**config.mk**
```make
export PLATFORM = sky130hd
export DESIGN_NAME = qsg_status_top
export DESIGN_NICKNAME = d
export VERILOG_FILES = /design/src/qsg_status_top.v /design/src/qsg_group.v
export VERILOG_INCLUDE_DIRS = /design/src
export SDC_FILE = /design/constraint.sdc
export NUM_CORES = 1
export LEC_CHECK = 0
export ABC_AREA = 1
export CAP_MARGIN = 20
export CORE_MARGIN = 3
export CORE_UTILIZATION = 52
export CTS_BUF_LIST = sky130_fd_sc_hd__clkbuf_4 sky130_fd_sc_hd__clkbuf_8
export DETAILED_ROUTE_END_ITERATION = 16
export DONT_BUFFER_PORTS = 1
export PLACE_DENSITY = 0.67
export SETUP_SLACK_MARGIN = 0.5
export SLEW_MARGIN = 20
export SYNTH_ARGS = -nofsm -noshare
export SYNTH_HDL_FRONTEND = slang
export SYNTH_SLANG_ARGS = --single-unit
```
**constraint.sdc**
```tcl
create_clock -name sys_clk -period 3.65 [get_ports sys_clk]
set_clock_uncertainty 0.05 [all_clocks]
set_input_delay 0.365 -clock sys_clk [delete_from_list [all_inputs] [get_ports sys_clk]]
set_output_delay 0.365 -clock sys_clk [all_outputs]
set_load 0.01 [all_outputs]
```
**src/qsg_defs.vh**
```
// Purpose: Constants for the questionable status groups block.
// Assumes: APB slave, 32-bit data, one aligned word per register.
// Notes:   Offsets are byte addresses.
`ifndef QSG_DEFS_VH
`define QSG_DEFS_VH

`define QSG_GRP_W        16
`define QSG_BER_COND     12'h000
`define QSG_BER_EVENT    12'h004
`define QSG_BER_ENABLE   12'h008
`define QSG_BER_PTR      12'h00C
`define QSG_BER_NTR      12'h010
`define QSG_CAL_COND     12'h014
`define QSG_CAL_EVENT    12'h018
`define QSG_CAL_ENABLE   12'h01C
`define QSG_CAL_PTR      12'h020
`define QSG_CAL_NTR      12'h024
`define QSG_QUES_COND    12'h028
`define QSG_QUEUE_EN     12'h02C
`define QSG_PRESET       12'h030
`define QSG_IRQ_STAT     12'h034
`define QSG_IRQ_MASK     12'h038
`define QSG_BER_SUM_BIT  12
`define QSG_CAL_SUM_BIT  8
`define QSG_PTR_RST      16'hFFFF
`define QSG_NTR_RST      16'h0000
`define QSG_EN_RST       16'h0000
`define QSG_QEN_RST      32'h0000_0000
`define QSG_CLK_HZ       200000000
`define QSG_NOCLK_S      3
`define QSG_NOCLK_CYC    (`QSG_CLK_HZ * `QSG_NOCLK_S)

`endif

```
**src/qsg_status_top.v**
```verilog
// Purpose: Error rate and calibration questionable status groups behind APB.
// Assumes: Status inputs are asynchronous pins; 200 MHz sys_clk.
// Notes:   Reads answer with zero wait states; unmapped reads return zero.
//          Event words clear on the setup edge of their own read.
//
// Design decisions made here: the register addresses and the APB interface to the registers.
`include "qsg_defs.vh"
`default_nettype none
module qsg_status_top #(
  parameter [31:0] NOCLK_CYC = `QSG_NOCLK_CYC
) (
  input  wire        sys_clk,
  input  wire        resetn,
  input  wire        psel,
  input  wire        penable,
  input  wire        pwrite,
  input  wire [11:0] paddr,
  input  wire [31:0] pwdata,
  output reg  [31:0] prdata,
  output wire        pready,
  output wire        pslverr,
  input  wire        berActive,
  input  wire        berClkPin,
  input  wire        calZeroFail,
  input  wire [14:0] berCondExtra,
  input  wire [14:0] calCondExtra,
  output reg         quesBerSum,
  output reg         quesCalSum,
  output reg         irq
);
  localparam W = `QSG_GRP_W;

  // ---------------------------------------------------------------
  // Input synchronisers
  // ---------------------------------------------------------------
  // Every pin passes two flops; only the second flop of each pair is read.
  // The extra pins are not gray coded, so one word may land a cycle skewed.
  reg         actA_ff;
  reg         actB_ff;
  reg         clkA_ff;
  reg         clkB_ff;
  reg         failA_ff;
  reg         failB_ff;
  reg  [14:0] berXA_ff;
  reg  [14:0] berXB_ff;
  reg  [14:0] calXA_ff;
  reg  [14:0] calXB_ff;
  reg         clkPrev_ff;
  wire        sBerActive = actB_ff;
  wire        sBerClk    = clkB_ff;
  wire        sCalFail   = failB_ff;
  wire [14:0] sBerExtra  = berXB_ff;
  wire [14:0] sCalExtra  = calXB_ff;

  always @(posedge sys_clk or negedge resetn) begin
    if (!resetn) begin
      actA_ff    <= 1'b0;
      actB_ff    <= 1'b0;
      clkA_ff    <= 1'b0;
      clkB_ff    <= 1'b0;
      failA_ff   <= 1'b0;
      failB_ff   <= 1'b0;
      berXA_ff   <= 15'h0000;
      berXB_ff   <= 15'h0000;
      calXA_ff   <= 15'h0000;
      calXB_ff   <= 15'h0000;
      clkPrev_ff <= 1'b0;
    end else begin
      actA_ff    <= berActive;
      actB_ff    <= actA_ff;
      clkA_ff    <= berClkPin;
      clkB_ff    <= clkA_ff;
      failA_ff   <= calZeroFail;
      failB_ff   <= failA_ff;
      berXA_ff   <= berCondExtra;
      berXB_ff   <= berXA_ff;
      calXA_ff   <= calCondExtra;
      calXB_ff   <= calXA_ff;
      clkPrev_ff <= sBerClk;
    end
  end

  // ---------------------------------------------------------------
  // Missing measurement clock watchdog
  // ---------------------------------------------------------------
  // The timer only runs during a measurement so an idle link never flags.
  // A 32-bit count limits the timeout to about 21 seconds at 200 MHz.
  reg  [31:0] noClkCnt_ff;
  reg         noClk_ff;
  wire        clkEdge = sBerClk & ~clkPrev_ff;

  always @(posedge sys_clk or negedge resetn) begin
    if (!resetn) begin
      noClkCnt_ff <= 32'h0000_0000;
      noClk_ff    <= 1'b0;
    end else if (!sBerActive || clkEdge) begin
      noClkCnt_ff <= 32'h0000_0000;
      noClk_ff    <= 1'b0;
    end else if (noClkCnt_ff < NOCLK_CYC) begin
      noClkCnt_ff <= noClkCnt_ff + 32'h0000_0001;
    end else begin
      noClk_ff    <= 1'b1;
    end
  end

  // ---------------------------------------------------------------
  // Live condition words
  // ---------------------------------------------------------------
  // Nothing holds these words, so a read shows the present pin state.
  wire [W-1:0] berCond = {sBerExtra, noClk_ff};
  wire [W-1:0] calCond = {sCalExtra, sCalFail};

  // ---------------------------------------------------------------
  // Control registers
  // ---------------------------------------------------------------
  reg  [W-1:0] berEn_ff;
  reg  [W-1:0] berPtr_ff;
  reg  [W-1:0] berNtr_ff;
  reg  [W-1:0] calEn_ff;
  reg  [W-1:0] calPtr_ff;
  reg  [W-1:0] calNtr_ff;
  reg  [31:0]  queueEn_ff;
  reg  [1:0]   irqStat_ff;
  reg  [1:0]   irqMask_ff;
  reg          pready_ff;

  // ---------------------------------------------------------------
  // Bus decode
  // ---------------------------------------------------------------
  wire apbAcc   = psel & penable;
  wire wrAcc    = apbAcc & pwrite;
  wire rdSet    = psel & ~penable & ~pwrite;
  wire doPreset = wrAcc && (paddr == `QSG_PRESET);
  wire wrBerEn  = wrAcc && (paddr == `QSG_BER_ENABLE);
  wire wrBerPtr = wrAcc && (paddr == `QSG_BER_PTR);
  wire wrBerNtr = wrAcc && (paddr == `QSG_BER_NTR);
  wire wrCalEn  = wrAcc && (paddr == `QSG_CAL_ENABLE);
  wire wrCalPtr = wrAcc && (paddr == `QSG_CAL_PTR);
  wire wrCalNtr = wrAcc && (paddr == `QSG_CAL_NTR);
  wire wrQueEn  = wrAcc && (paddr == `QSG_QUEUE_EN);
  wire wrIrqMsk = wrAcc && (paddr == `QSG_IRQ_MASK);
  // The event word is cleared on the same edge that loads prdata, so an
  // edge seen in the setup cycle stays latched for the next read.
  wire berEvRd  = rdSet && (paddr == `QSG_BER_EVENT);
  wire calEvRd  = rdSet && (paddr == `QSG_CAL_EVENT);

  // Ready comes from a flop so the bus sees no combinational path; it is
  // low during reset and until the first edge after release. Errors are never signalled.
  assign pready  = pready_ff;
  assign pslverr = 1'b0;

  always @(posedge sys_clk or negedge resetn) begin
    if (!resetn) begin
      pready_ff <= 1'b0;
    end else begin
      pready_ff <= 1'b1;
    end
  end

  wire [W-1:0] berEvent;
  wire [W-1:0] calEvent;
  wire         berSum;
  wire         calSum;
  wire         berNew;
  wire         calNew;

  // ---------------------------------------------------------------
  // Group instances
  // ---------------------------------------------------------------
  // Both groups are the same logic; only their inputs differ.
  qsg_group #(.W(W)) uBer (
    .sys_clk  (sys_clk),
    .resetn   (resetn),
    .condIn   (berCond),
    .ptrMask  (berPtr_ff),
    .ntrMask  (berNtr_ff),
    .enMask   (berEn_ff),
    .eventRd  (berEvRd),
    .eventVal (berEvent),
    .summary  (berSum),
    .newEvent (berNew)
  );

  qsg_group #(.W(W)) uCal (
    .sys_clk  (sys_clk),
    .resetn   (resetn),
    .condIn   (calCond),
    .ptrMask  (calPtr_ff),
    .ntrMask  (calNtr_ff),
    .enMask   (calEn_ff),
    .eventRd  (calEvRd),
    .eventVal (calEvent),
    .summary  (calSum),
    .newEvent (calNew)
  );

  // ---------------------------------------------------------------
  // Filter and enable registers
  // ---------------------------------------------------------------
  // Masks take the written word as plain binary weights. A preset outranks
  // a plain write, and the interrupt mask is left alone by a preset.
  always @(posedge sys_clk or negedge resetn) begin
    if (!resetn) begin
      berEn_ff <= `QSG_EN_RST;
    end else if (doPreset) begin
      berEn_ff <= `QSG_EN_RST;
    end else if (wrBerEn) begin
      berEn_ff <= pwdata[W-1:0];
    end
  end

  always @(posedge sys_clk or negedge resetn) begin
    if (!resetn) begin
      berPtr_ff <= `QSG_PTR_RST;
    end else if (doPreset) begin
      berPtr_ff <= `QSG_PTR_RST;
    end else if (wrBerPtr) begin
      berPtr_ff <= pwdata[W-1:0];
    end
  end

  always @(posedge sys_clk or negedge resetn) begin
    if (!resetn) begin
      berNtr_ff <= `QSG_NTR_RST;
    end else if (doPreset) begin
      berNtr_ff <= `QSG_NTR_RST;
    end else if (wrBerNtr) begin
      berNtr_ff <= pwdata[W-1:0];
    end
  end

  always @(posedge sys_clk or negedge resetn) begin
    if (!resetn) begin
      calEn_ff <= `QSG_EN_RST;
    end else if (doPreset) begin
      calEn_ff <= `QSG_EN_RST;
    end else if (wrCalEn) begin
      calEn_ff <= pwdata[W-1:0];
    end
  end

  always @(posedge sys_clk or negedge resetn) begin
    if (!resetn) begin
      calPtr_ff <= `QSG_PTR_RST;
    end else if (doPreset) begin
      calPtr_ff <= `QSG_PTR_RST;
    end else if (wrCalPtr) begin
      calPtr_ff <= pwdata[W-1:0];
    end
  end

  always @(posedge sys_clk or negedge resetn) begin
    if (!resetn) begin
      calNtr_ff <= `QSG_NTR_RST;
    end else if (doPreset) begin
      calNtr_ff <= `QSG_NTR_RST;
    end else if (wrCalNtr) begin
      calNtr_ff <= pwdata[W-1:0];
    end
  end

  always @(posedge sys_clk or negedge resetn) begin
    if (!resetn) begin
      queueEn_ff <= `QSG_QEN_RST;
    end else if (doPreset) begin
      queueEn_ff <= `QSG_QEN_RST;
    end else if (wrQueEn) begin
      queueEn_ff <= pwdata;
    end
  end

  always @(posedge sys_clk or negedge resetn) begin
    if (!resetn) begin
      irqMask_ff <= 2'h0;
    end else if (wrIrqMsk) begin
      irqMask_ff <= pwdata[1:0];
    end
  end

  // ---------------------------------------------------------------
  // Interrupt status: write one to clear, a new event wins
  // ---------------------------------------------------------------
  // Each bit records that its group latched a new event since the last clear.
  wire       statClr = wrAcc && (paddr == `QSG_IRQ_STAT);
  wire [1:0] clrBits = statClr ? pwdata[1:0] : 2'h0;
  wire [1:0] nxt_irqStat = (irqStat_ff & ~clrBits) | {calNew, berNew};

  always @(posedge sys_clk or negedge resetn) begin
    if (!resetn) begin
      irqStat_ff <= 2'h0;
      irq        <= 1'b0;
    end else begin
      irqStat_ff <= nxt_irqStat;
      irq        <= |(nxt_irqStat & irqMask_ff);
    end
  end

  // ---------------------------------------------------------------
  // Summary outputs
  // ---------------------------------------------------------------
  // The pins are registered copies, loaded on the same edge that loads the read data.
  always @(posedge sys_clk or negedge resetn) begin
    if (!resetn) begin
      quesBerSum <= 1'b0;
      quesCalSum <= 1'b0;
    end else begin
      quesBerSum <= berSum;
      quesCalSum <= calSum;
    end
  end

  // ---------------------------------------------------------------
  // Read data
  // ---------------------------------------------------------------
  reg  [31:0] rdMux;
  wire [31:0] quesCond = ({31'h0000_0000, berSum} << `QSG_BER_SUM_BIT)
                       | ({31'h0000_0000, calSum} << `QSG_CAL_SUM_BIT);

  // Each value reads zero-extended in the low bits, except the summary word, which uses bits 12 and 8.
  // Group words occupy bits 15:0; the upper half reads zero except for the queue enable word.
  always @* begin
    case (paddr)
      `QSG_BER_COND:   rdMux = {16'h0000, berCond};
      `QSG_BER_EVENT:  rdMux = {16'h0000, berEvent};
      `QSG_BER_ENABLE: rdMux = {16'h0000, berEn_ff};
      `QSG_BER_PTR:    rdMux = {16'h0000, berPtr_ff};
      `QSG_BER_NTR:    rdMux = {16'h0000, berNtr_ff};
      `QSG_CAL_COND:   rdMux = {16'h0000, calCond};
      `QSG_CAL_EVENT:  rdMux = {16'h0000, calEvent};
      `QSG_CAL_ENABLE: rdMux = {16'h0000, calEn_ff};
      `QSG_CAL_PTR:    rdMux = {16'h0000, calPtr_ff};
      `QSG_CAL_NTR:    rdMux = {16'h0000, calNtr_ff};
      `QSG_QUES_COND:  rdMux = quesCond;
      `QSG_QUEUE_EN:   rdMux = queueEn_ff;
      `QSG_IRQ_STAT:   rdMux = {30'h0000_0000, irqStat_ff};
      `QSG_IRQ_MASK:   rdMux = {30'h0000_0000, irqMask_ff};
      default:         rdMux = 32'h0000_0000;
    endcase
  end

  // Read data is registered at the setup cycle so it is stable in access.
  always @(posedge sys_clk or negedge resetn) begin
    if (!resetn) begin
      prdata <= 32'h0000_0000;
    end else if (rdSet) begin
      prdata <= rdMux;
    end
  end
endmodule
`default_nettype wire

```
**src/qsg_group.v**
```verilog
// Purpose: One status group: condition, transition filters, event latch, summary.
// Assumes: Condition input already synchronous to sys_clk.
// Notes:   Set wins over clear-on-read in the same cycle.
`default_nettype none
module qsg_group #(
  parameter W = 16
) (
  input  wire         sys_clk,
  input  wire         resetn,
  input  wire [W-1:0] condIn,
  input  wire [W-1:0] ptrMask,
  input  wire [W-1:0] ntrMask,
  input  wire [W-1:0] enMask,
  input  wire         eventRd,
  output wire [W-1:0] eventVal,
  output wire         summary,
  output wire         newEvent
);
  reg  [W-1:0] condPrev_ff;
  reg  [W-1:0] event_ff;
  wire [W-1:0] hits;
  wire [W-1:0] nxt_event;

  // An event needs an edge and the filter for that direction.
  assign hits = (condIn & ~condPrev_ff & ptrMask)
              | (~condIn & condPrev_ff & ntrMask);
  assign nxt_event = (eventRd ? {W{1'b0}} : event_ff) | hits;
  assign eventVal  = event_ff;
  assign summary   = |(event_ff & enMask);
  assign newEvent  = |hits;

  always @(posedge sys_clk or negedge resetn) begin
    if (!resetn) begin
      condPrev_ff <= {W{1'b0}};
      event_ff    <= {W{1'b0}};
    end else begin
      condPrev_ff <= condIn;
      event_ff    <= nxt_event;
    end
  end
endmodule
`default_nettype wire

```
* Word level (Yosys, flattened, before mapping)
Index checks and enable logic that the tools add are counted.
Word-level totals: register bits 332, output and inout port bits 37, logic and storage cells 129
Operators by class: add/sub/neg operators 1, $lt $le $gt $ge 1, eq/ne operators 15, multiplexer cells 22, bitwise gates (word level) 31, reduce and logical (&&, ||, !) cells 28
Operator list (number):
- $pmux 32 s14 | 1
- $mux 16 | 14
- $and 16x16->16 | 10
- $mux 32 | 4
- $eq 12x6->1 const B | 7
- $not 16->16 | 4
- $or 16x16->16 | 4
- $reduce_or 16->1 | 4
- $eq 12x5->1 const B | 4
- $add 32x1->32 const B | 1
- $lt 32x30->1 const B | 1
- $eq 12x4->1 const B | 2
- $reduce_bool 2->1 | 8
- $or 13x9->13 | 1
- $eq 12x3->1 const B | 1
- $logic_and 1x1->1 | 12
- $logic_not 12->1 | 1
- $and 1x1->1 | 5
- $and 2x2->2 | 2
- $not 1->1 | 3
- $mux 1 | 2
- $mux 2 | 1
- $ne 2x2->1 const B | 1
- $not 2->2 | 1
- other kinds (4) | 4

* Depth between registers and ports, before layout
Gate-level depths: netlist of the first run.
depth after elaboration 9, gate-level depth with buffers 13, mapped depth without buffers 12

* Modules after synthesis
A second synthesis of the first run with hierarchy kept.
Second synthesis, totals: cells, all modules 1807, area, all modules 15243.4 µm²
Modules (own cells, without submodules):
- qsg_status_top | instances 1, cells each 1459, area each 12298.0 µm², seq. area each 6746.5 µm²
- qsg_group | instances 2, cells each 174, area each 1472.7 µm², seq. area each 800.8 µm²

* Worst setup path before layout of the first run
OpenSTA, ideal clock, no wires.
path type flip-flop to flip-flop, start point register noClkCnt_ff[0], end point register noClkCnt_ff[14], data arrival time 1.521 ns, path slack 1.963 ns, stages on the path, launching flop included 11, path buffers 0, path through dfrtp_1 ha_1 inv_1 nor2_1 inv_1 nor2_1 nand3_1 xor2_1 nor2_1 nand2_1 nand2_1
Between the ends: word-level cells in the longest chain between the ends 3, elaborated cells between the ends (all ways) 5
Ends and longest elaborated chain:
- from (decl) | line qsg_status_top.v:88 | reg [31:0] noClkCnt_ff;
- from (signal assigned) | line qsg_status_top.v:100 | noClkCnt_ff <= noClkCnt_ff + 32'h0000_0001;
- $add 32x1->32 | line qsg_status_top.v:100
- $mux 32 | line qsg_status_top.v:99 | end else if (noClkCnt_ff < NOCLK_CYC) begin
- $mux 32 | line qsg_status_top.v:96 | end else if (!sBerActive || clkEdge) begin
Several ways; a longest one is shown, not always the timed one. The select of a mux whose other input is x is not followed. A chain may end at the register's enable or synchronous reset.

* Worst setup path after layout of the first run
start point register noClkCnt_ff[18], end point register noClkCnt_ff[23]
The elaborated chain is that of the path after synthesis.

==> flow_metrics.tcl, run 1 <==
set metrics [dict create \
    status "finished with violations" \
    violations "hold timing" \
    drt_iter0_markers 1263 \
    cts_tree "yes" \
    insertion_delay_ps 600 \
    holdWs_ps -584 \
    place_hpwl_mm 29.1 \
    met3RoutedLength_mm 3.23 \
    setup.worst_path.end_class "flip-flop" \
    hold_viol 332 \
    syn_to_final_growth_pct 13.4 \
    clkTransAtPathRegs_ps 60 \
    postCtsSetupBuffers 0 \
    clock_sinks 332 \
    ys_warn_count 0 \
    syn_nets 1894 \
    drv_cap 0 \
    worstMarginPinSlew_ps 993 \
    grt_pass1_wl_mm 67.7 \
    synthDistinctLibCells 44 \
    synth_edf_count 0 \
    fin_setup_tns_ps 0 \
    die_area_sq_mm 0.0316 \
    p_leak_nw 8.48 \
    crit_path_max_fanout 21 \
    post-route-util_pct 60.3 \
    drive_above_1_share_pct 10.4 \
    ys_ff_latch 332 \
    max_slew_margin_pct 33.7 \
    wl_mm 43.1 \
    grt_setup_unrepaired "no" \
    antenna_left 0 \
    viasPerCell 5.53 \
    critPathKind "reg2reg" \
    cp-start-kind "flip-flop" \
    grt_start_max_net_pins 333 \
    numPortBuffers 0 \
    num_antenna_cells 0 \
    ios 119 \
    grt_pass1_vias 12293 \
    routed.top_layer "met4" \
    r2r_slack_ps 1230 \
    pre_cts_slack_ps 949 \
    ys_seq_area_share_pct 54.4 \
    wl_met2_mm 19.4 \
    slew_violations 0 \
    dp_cells 2133 \
    setup_viol 0 \
    antenna_found_initial 1 \
    fin_cells 2298 \
    cts-htree-levels 2 \
    holdBufCountCts 65 \
    fmax_mhz 413 \
    cp.required_ps 4070 \
    finalWeightedCongestion 0.935 \
    drc 0 \
    layout_setup_ws_ps 1230 \
    die_w_microns 178 \
    wl_per_cell_microns 18.8 \
    grt_usage_pct 27.6 \
    powerDensity_mw_per_mm2 440 \
    rows 62 \
    wl_met1_mm 18.9 \
    syn_inst 1811 \
    critical_path.most_common_cell "nor2_1" \
    worstHoldPathType "in2async" \
    dr.pass1.iters 5 \
    min_period_ps 2420 \
    syn_area_per_cell_sq_um 8.47 \
    cts_buffers 55 \
    timing.final.crit_share_pct 66.3 \
    syn-cell-area_sq_mm 0.0153 \
    yosys_most_used_dff "dfrtp_1" \
    grt_overflow 0 \
    cp.arrival_ps 2840 \
    vias 12715 \
    cts_root_buf "clkbuf_8" \
    dieHeight_microns 178 \
    critical_path.max_stage_delay_ps 620 \
    start_util_pct 53.2 \
    design.core.area_sq_mm 0.0289 \
    cp_slowest_cell "inv_1" \
    clock_tree.buffer_depth 3 \
    cts_resized 0 \
    ys_async_sr_fraction_pct 100 \
    irDropWorstVdd_mv 0.354 \
    crit_chain "inv_1, nand2_1, nor2_1, nor2_1, a21oi_1, nand2_2, inv_1, nand3_1, nand2_1, nor2_1" \
    final_nets 1954 \
]
==> area by class of cell <==
class / count / area (sq um)
repair buffers: 79 / 759
well taps: 384 / 480
multi-input cells: 1213 / 5840
clock buffers: 83 / 1070
inverters: 190 / 713
flip-flops and latches: 332 / 8350
clock inverters: 17 / 181
fillers: 2594 / 11500
==> layer usage <==
layer	vias up	track usage, %
met5	-	0
met4	0	10.7
met3	97	4.69
met2	517	42.8
met1	6058	39.1
li1	6043	-
==> flip-flops by register name (all words and copies together), names as in the netlist, 16 cells and up <==
signal and flops:
calEn_ff 16, queueEn_ff 32, uBer.condPrev_ff 16, berPtr_ff 16
uCal.condPrev_ff 16, uBer.eventVal 16, prdata 32, berNtr_ff 16
calNtr_ff 16, calPtr_ff 16, berEn_ff 16, noClkCnt_ff 32
uCal.eventVal 16
==> worst paths after layout <==
check	start	endpoint	cells after the start
worst max-delay path	noClkCnt_ff[18]$_DFFE_PN0P_	noClkCnt_ff[23]$_DFFE_PN0P_	10
worst min-delay path	resetn	queueEn_ff[27]$_DFFE_PN0P_	0
worst max register to register	noClkCnt_ff[18]$_DFFE_PN0P_	noClkCnt_ff[23]$_DFFE_PN0P_	10
worst min register to register	berXA_ff[4]$_DFF_PN0_	berXB_ff[4]$_DFF_PN0_	0
max in group asynchronous	resetn	uCal.eventVal[14]$_DFF_PN0_	0
min in group sys_clk	pwdata[8]	calNtr_ff[8]$_DFFE_PN0P_	2
==> synth_stat cells, types with 3 or more instances <==
cell type,count,share of area [%]
a21oi_1,62,2.0
buf_1,3,0.073
buf_2,30,0.98
buf_4,18,0.88
buf_6,7,0.51
clkbuf_1,17,0.42
dfrtp_1,300,49
dfstp_2,32,5.5
inv_1,183,4.5
inv_2,7,0.17
nand2_1,435,11
nand2_2,8,0.33
nand3_1,247,8.1
nand3_2,3,0.20
nand4_1,31,1.3
nor2_1,157,3.8
nor2_4,12,0.88
nor3_1,22,0.72
o211ai_1,3,0.15
o21a_1,16,0.78
o21ai_0,114,3.7
o21ai_1,15,0.49
o21bai_1,28,1.4
o22ai_1,12,0.49
o31ai_1,9,0.44
o31ai_2,10,0.82
xor2_1,6,0.34
==> through the flow <==
stage               hold WS, ps  instance area [sq um]  total power [mW]
global route               -618                  17400              7.90
CTS                        -612                  17400              7.71
finish                     -584                  17400              7.65
detailed placement         24.9                  15500              4.02
floorplan                  19.4                  15300              3.96
global placement           26.0                  15500              4.02
==> cells in the final DEF (no fill, tap or decap), types with 9 or more instances in the layout <==
| cell | n |
|---|---|
| nor2_4 | 12 |
| inv_1 | 183 |
| nand4_1 | 31 |
| clkbuf_8 | 72 |
| nor2_1 | 157 |
| clkbuf_4 | 11 |
| nor3_1 | 22 |
| a21oi_1 | 62 |
| o31ai_2 | 10 |
| dfstp_2 | 32 |
| clkinv_2 | 9 |
| buf_4 | 13 |
| o21ai_0 | 114 |
| dfrtp_1 | 300 |
| o22ai_1 | 12 |
| o31ai_1 | 9 |
| o21a_1 | 16 |
| o21ai_1 | 15 |
| nand3_1 | 247 |
| o21bai_1 | 28 |
| nand2_1 | 435 |
| dlygate4sd3_1 | 65 |
==> worst max-delay path: cells and delay by family, from the launching register on <==
| family | cells | cell delay [ps] |
|---|---|---|
| compound gates | 1 | 220 |
| buf+inv | 2 | 740 |
| simple gates | 7 | 880 |
| flops | 1 | 430 |
==> kinds of logic after synthesis <==
| group | share of synthesized area, % |
|---|---|
| other | 0.0489 |
| multiplexers | 0.130 |
| adder cells (fa/ha/maj) | 0.0815 |
| AND/OR/NAND/NOR | 26.8 |
| XOR/XNOR | 0.457 |
| buffers and inverters | 7.54 |
| flip-flops | 54.4 |
| AO/OA/AOI/OAI | 10.5 |
==> where the power goes <==
group	internal [mW]	leakage, nW	switching [mW]
logic	0.0856	3.85	0.137
clock network	2.10	0.662	1.53
registers	3.75	3.97	0.0468
No activity file was read; power rests on OpenSTA's default activity.
==> run 2, diff against run 1 <==
--- a/config.mk
+++ b/config.mk
@@ -6,7 +6,7 @@
 export SDC_FILE = /design/constraint.sdc
 export NUM_CORES = 1
 export LEC_CHECK = 0
-export ABC_AREA = 1
+export ABC_AREA = 0
 export CAP_MARGIN = 20
 export CORE_MARGIN = 3
 export CORE_UTILIZATION = 52
==> constraint.sdc (replaced) <==
create_clock -name sys_clk -period 2.3 [get_ports sys_clk]
set_clock_uncertainty 0.05 [all_clocks]
set_input_delay 0.23 -clock sys_clk [delete_from_list [all_inputs] [get_ports sys_clk]]
set_output_delay 0.23 -clock sys_clk [all_outputs]
set_load 0.01 [all_outputs]
==> run 2 against run 1 <==
Net effect:
- the run still ends with hold timing left
- non-clock buffer count is 103 higher
- sequential power is 60% higher
- fmax is 15% higher
- die area is 7.8% lower
- worst setup slack worse by 1000 ps
- sequential share of layout area hardly changed
- first-iteration DRC count is 6.7% higher
- final area hardly changed
- largest cell class unchanged
==> flow_metrics.tcl, run 2 <==
set metrics [dict create \
    fmax_mhz 475 \
    syn-cell-area_sq_mm 0.0141 \
    holdBufCountCts 69 \
    cp-start-kind "flip-flop" \
    yosysMostFrequentCell "dfrtp_1" \
    wl_met2_mm 20.0 \
    met3RoutedLength_mm 4.53 \
    rr_startpoint "noClkCnt_ff[12]$_DFFE_PN0P_" \
    grt_pass1_vias 11365 \
    clock_tree.buffer_depth 3 \
    cts_root_buf "clkbuf_8" \
    drt_iter0_markers 1348 \
    dp_cells 1633 \
    insertion_delay_ps 580 \
    setup.worst_path.end_class "flip-flop" \
    routed.top_layer "met5" \
    max_slew_margin_pct 11.4 \
    synth_compound_area_share_pct 17.4 \
    status "finished with violations" \
    viasPerCell 6.31 \
    wl_per_cell_microns 24.1 \
    syn_nets 1397 \
    worstMarginPinSlew_ps 1330 \
    cts_tree "yes" \
    wl_met1_mm 18.7 \
    yosysTopAreaCellShare_pct 53.2 \
    grt_overflow 0 \
    vias 11705 \
    fin_setup_tns_ps 0 \
    synth_simple_gate_area_share_pct 16.0 \
    design.core.area_sq_mm 0.0264 \
    finalWeightedCongestion 0.939 \
    ys_async_sr_fraction_pct 100 \
    cts_buffers 55 \
    synth_area_leaders "dfrtp_1, nand2_1, dfstp_2, a22o_1, a21oi_1" \
    p_leak_nw 7.67 \
    powerDensity_mw_per_mm2 707 \
    die_area_sq_mm 0.0291 \
    synth_top_family_by_area "compound AO/OA/AOI/OAI gates" \
    numPortBuffers 0 \
    grt_start_max_net_pins 333 \
    cp.required_ps 2760 \
    layout_commonest_cell "dfrtp_1" \
    crit_path_max_fanout 4 \
    mostFrequentLayoutCells "dfrtp_1, nand2_1, buf_4" \
    final_nets 1559 \
    grt_pass1_wl_mm 68.3 \
    place_hpwl_mm 28.8 \
    timing.rr.end "noClkCnt_ff[13]$_DFFE_PN0P_" \
    die_w_microns 171 \
    min_period_ps 2110 \
    synth_xor_area_share_pct 1.06 \
    worstHoldPathType "in2async" \
    drv_cap 0 \
    netlist_top_cells_count "dfrtp_1, nand2_1, a21oi_1" \
    antenna_found_initial 2 \
    synthMuxAreaShare_pct 3.22 \
    start_util_pct 53.5 \
    yosys_most_used_dff "dfrtp_1" \
    violations "hold timing" \
    ys_ff_latch 332 \
    critPathKind "reg2reg" \
    fin_cells 1856 \
    cp.arrival_ps 2560 \
    post-route-util_pct 66.0 \
    grt_usage_pct 30.5 \
    rows 59 \
    cts-htree-levels 2 \
    synth_edf_count 0 \
    clock_sinks 332 \
    rr_worst_depth 7 \
    synth_area_leader_cell "dfrtp_1" \
    setup_viol 0 \
    ios 119 \
    r2r_slack_ps 190 \
    syn_inst 1314 \
    clkTransAtPathRegs_ps 70 \
    synthAdderAreaFrac_pct 0.0887 \
    wl_mm 44.7 \
    fill_cells 2021 \
    ys_seq_area_share_pct 59.2 \
    dr.pass1.iters 5 \
    syn_area_per_cell_sq_um 10.7 \
    slew_violations 0 \
    ys_warn_count 0 \
    antenna_left 0 \
    timing.final.crit_share_pct 91.6 \
    grt_setup_unrepaired "yes" \
    reg_top3 "noClkCnt_ff x32, prdata x32, queueEn_ff x32" \
    dieHeight_microns 171 \
    irDropWorstVdd_mv 0.552 \
    hold_viol 317 \
    synthDistinctLibCells 66 \
    drc 0 \
    syn_to_final_growth_pct 23.4 \
    holdWs_ps -704 \
    drive_above_1_share_pct 21.7 \
]
## run 2: changes by cell type in the layout (fill, tap and decap cells not counted), moves of 59 or more
cell,delta
a22o_1,+59
nand3_1,-230
inv_1,-170
buf_4,+88
nand2_1,-208
o21ai_0,-84
nor2_1,-98
## run 2: per-layer routing
layer,global-route usage (%),vias to the layer above
li1,-,5080
met3,7.58,109
met5,0,-
met4,9.88,2
met1,44.6,5872
met2,45.3,642
## run 2: what timing repair did
action,CTS,global route
pin swaps,21,23
resized for setup,33,41
setup endpoints to repair,34,39
endpoints found under the hold margin,506,332
gates cloned,2,0
buffers inserted,34,16
## run 2: cells by family after synthesis
family,count (synthesis)
xor gates and xnor gates,17
DFF,332
adders and majority gates,1
AOI/OAI and AO/OA,365
other,2
buffers and inverters,92
and+or+nand+nor,464
muxes,41
## run 2: how the worst max path moves through the flow
stage / from / end / slack (ps) / cells past startpoint
global placement: paddr[8] / prdata[4]$_DFFE_PN0P_ / 70 / 7
floorplan: noClkCnt_ff[15]$_DFFE_PN0P_ / noClkCnt_ff[20]$_DFFE_PN0P_ / 320 / 6
finish: noClkCnt_ff[12]$_DFFE_PN0P_ / noClkCnt_ff[13]$_DFFE_PN0P_ / 190 / 7
CTS: noClkCnt_ff[12]$_DFFE_PN0P_ / noClkCnt_ff[23]$_DFFE_PN0P_ / 230 / 6
detailed placement: paddr[8] / prdata[23]$_DFFE_PN0P_ / 150 / 7
global route: noClkCnt_ff[12]$_DFFE_PN0P_ / noClkCnt_ff[17]$_DFFE_PN0P_ / 140 / 8
## run 2: final cells by class
class                   instances  area, sq um  share of cell area (%)
clock inverters                17          188                    1.08
diodes                          1         2.50                  0.0144
multi-input cells             892         5700                    32.8
clock buffers                  84         1060                    6.10
well taps                     335          419                    2.41
inverters                      13         48.8                   0.280
flip-flops and latches        332         8360                    48.0
repair buffers                182         1620                    9.30
## run 2: stage by stage
| step | worst slack [ps] | hold slack [ps] | total power [mW] | cell area (sq um) |
|---|---|---|---|---|
| floorplan | 315 | -116 | 6.36 | 14300 |
| finish | 194 | -704 | 12.3 | 17400 |
| global placement | 67.4 | -105 | 6.45 | 14800 |
| global route | 142 | -724 | 12.7 | 17400 |
| detailed placement | 149 | -100 | 6.46 | 14800 |
| CTS | 225 | -719 | 12.4 | 17100 |
## run 2: power breakdown
part | leakage, nW | switching (mW) | internal (mW)
sequential | 4.27 | 0.0985 | 5.98
combinational | 2.73 | 0.263 | 0.229
clock | 0.669 | 2.34 | 3.40
## run 2: worst max-delay path, cell delays in order, from the launching register on
cell and delay, ps:
dfrtp_1 380, or4_4 550, o221ai_4 210, buf_4 170, buf_6 90, a21oi_2 70, or3_1 390, a21oi_2 140
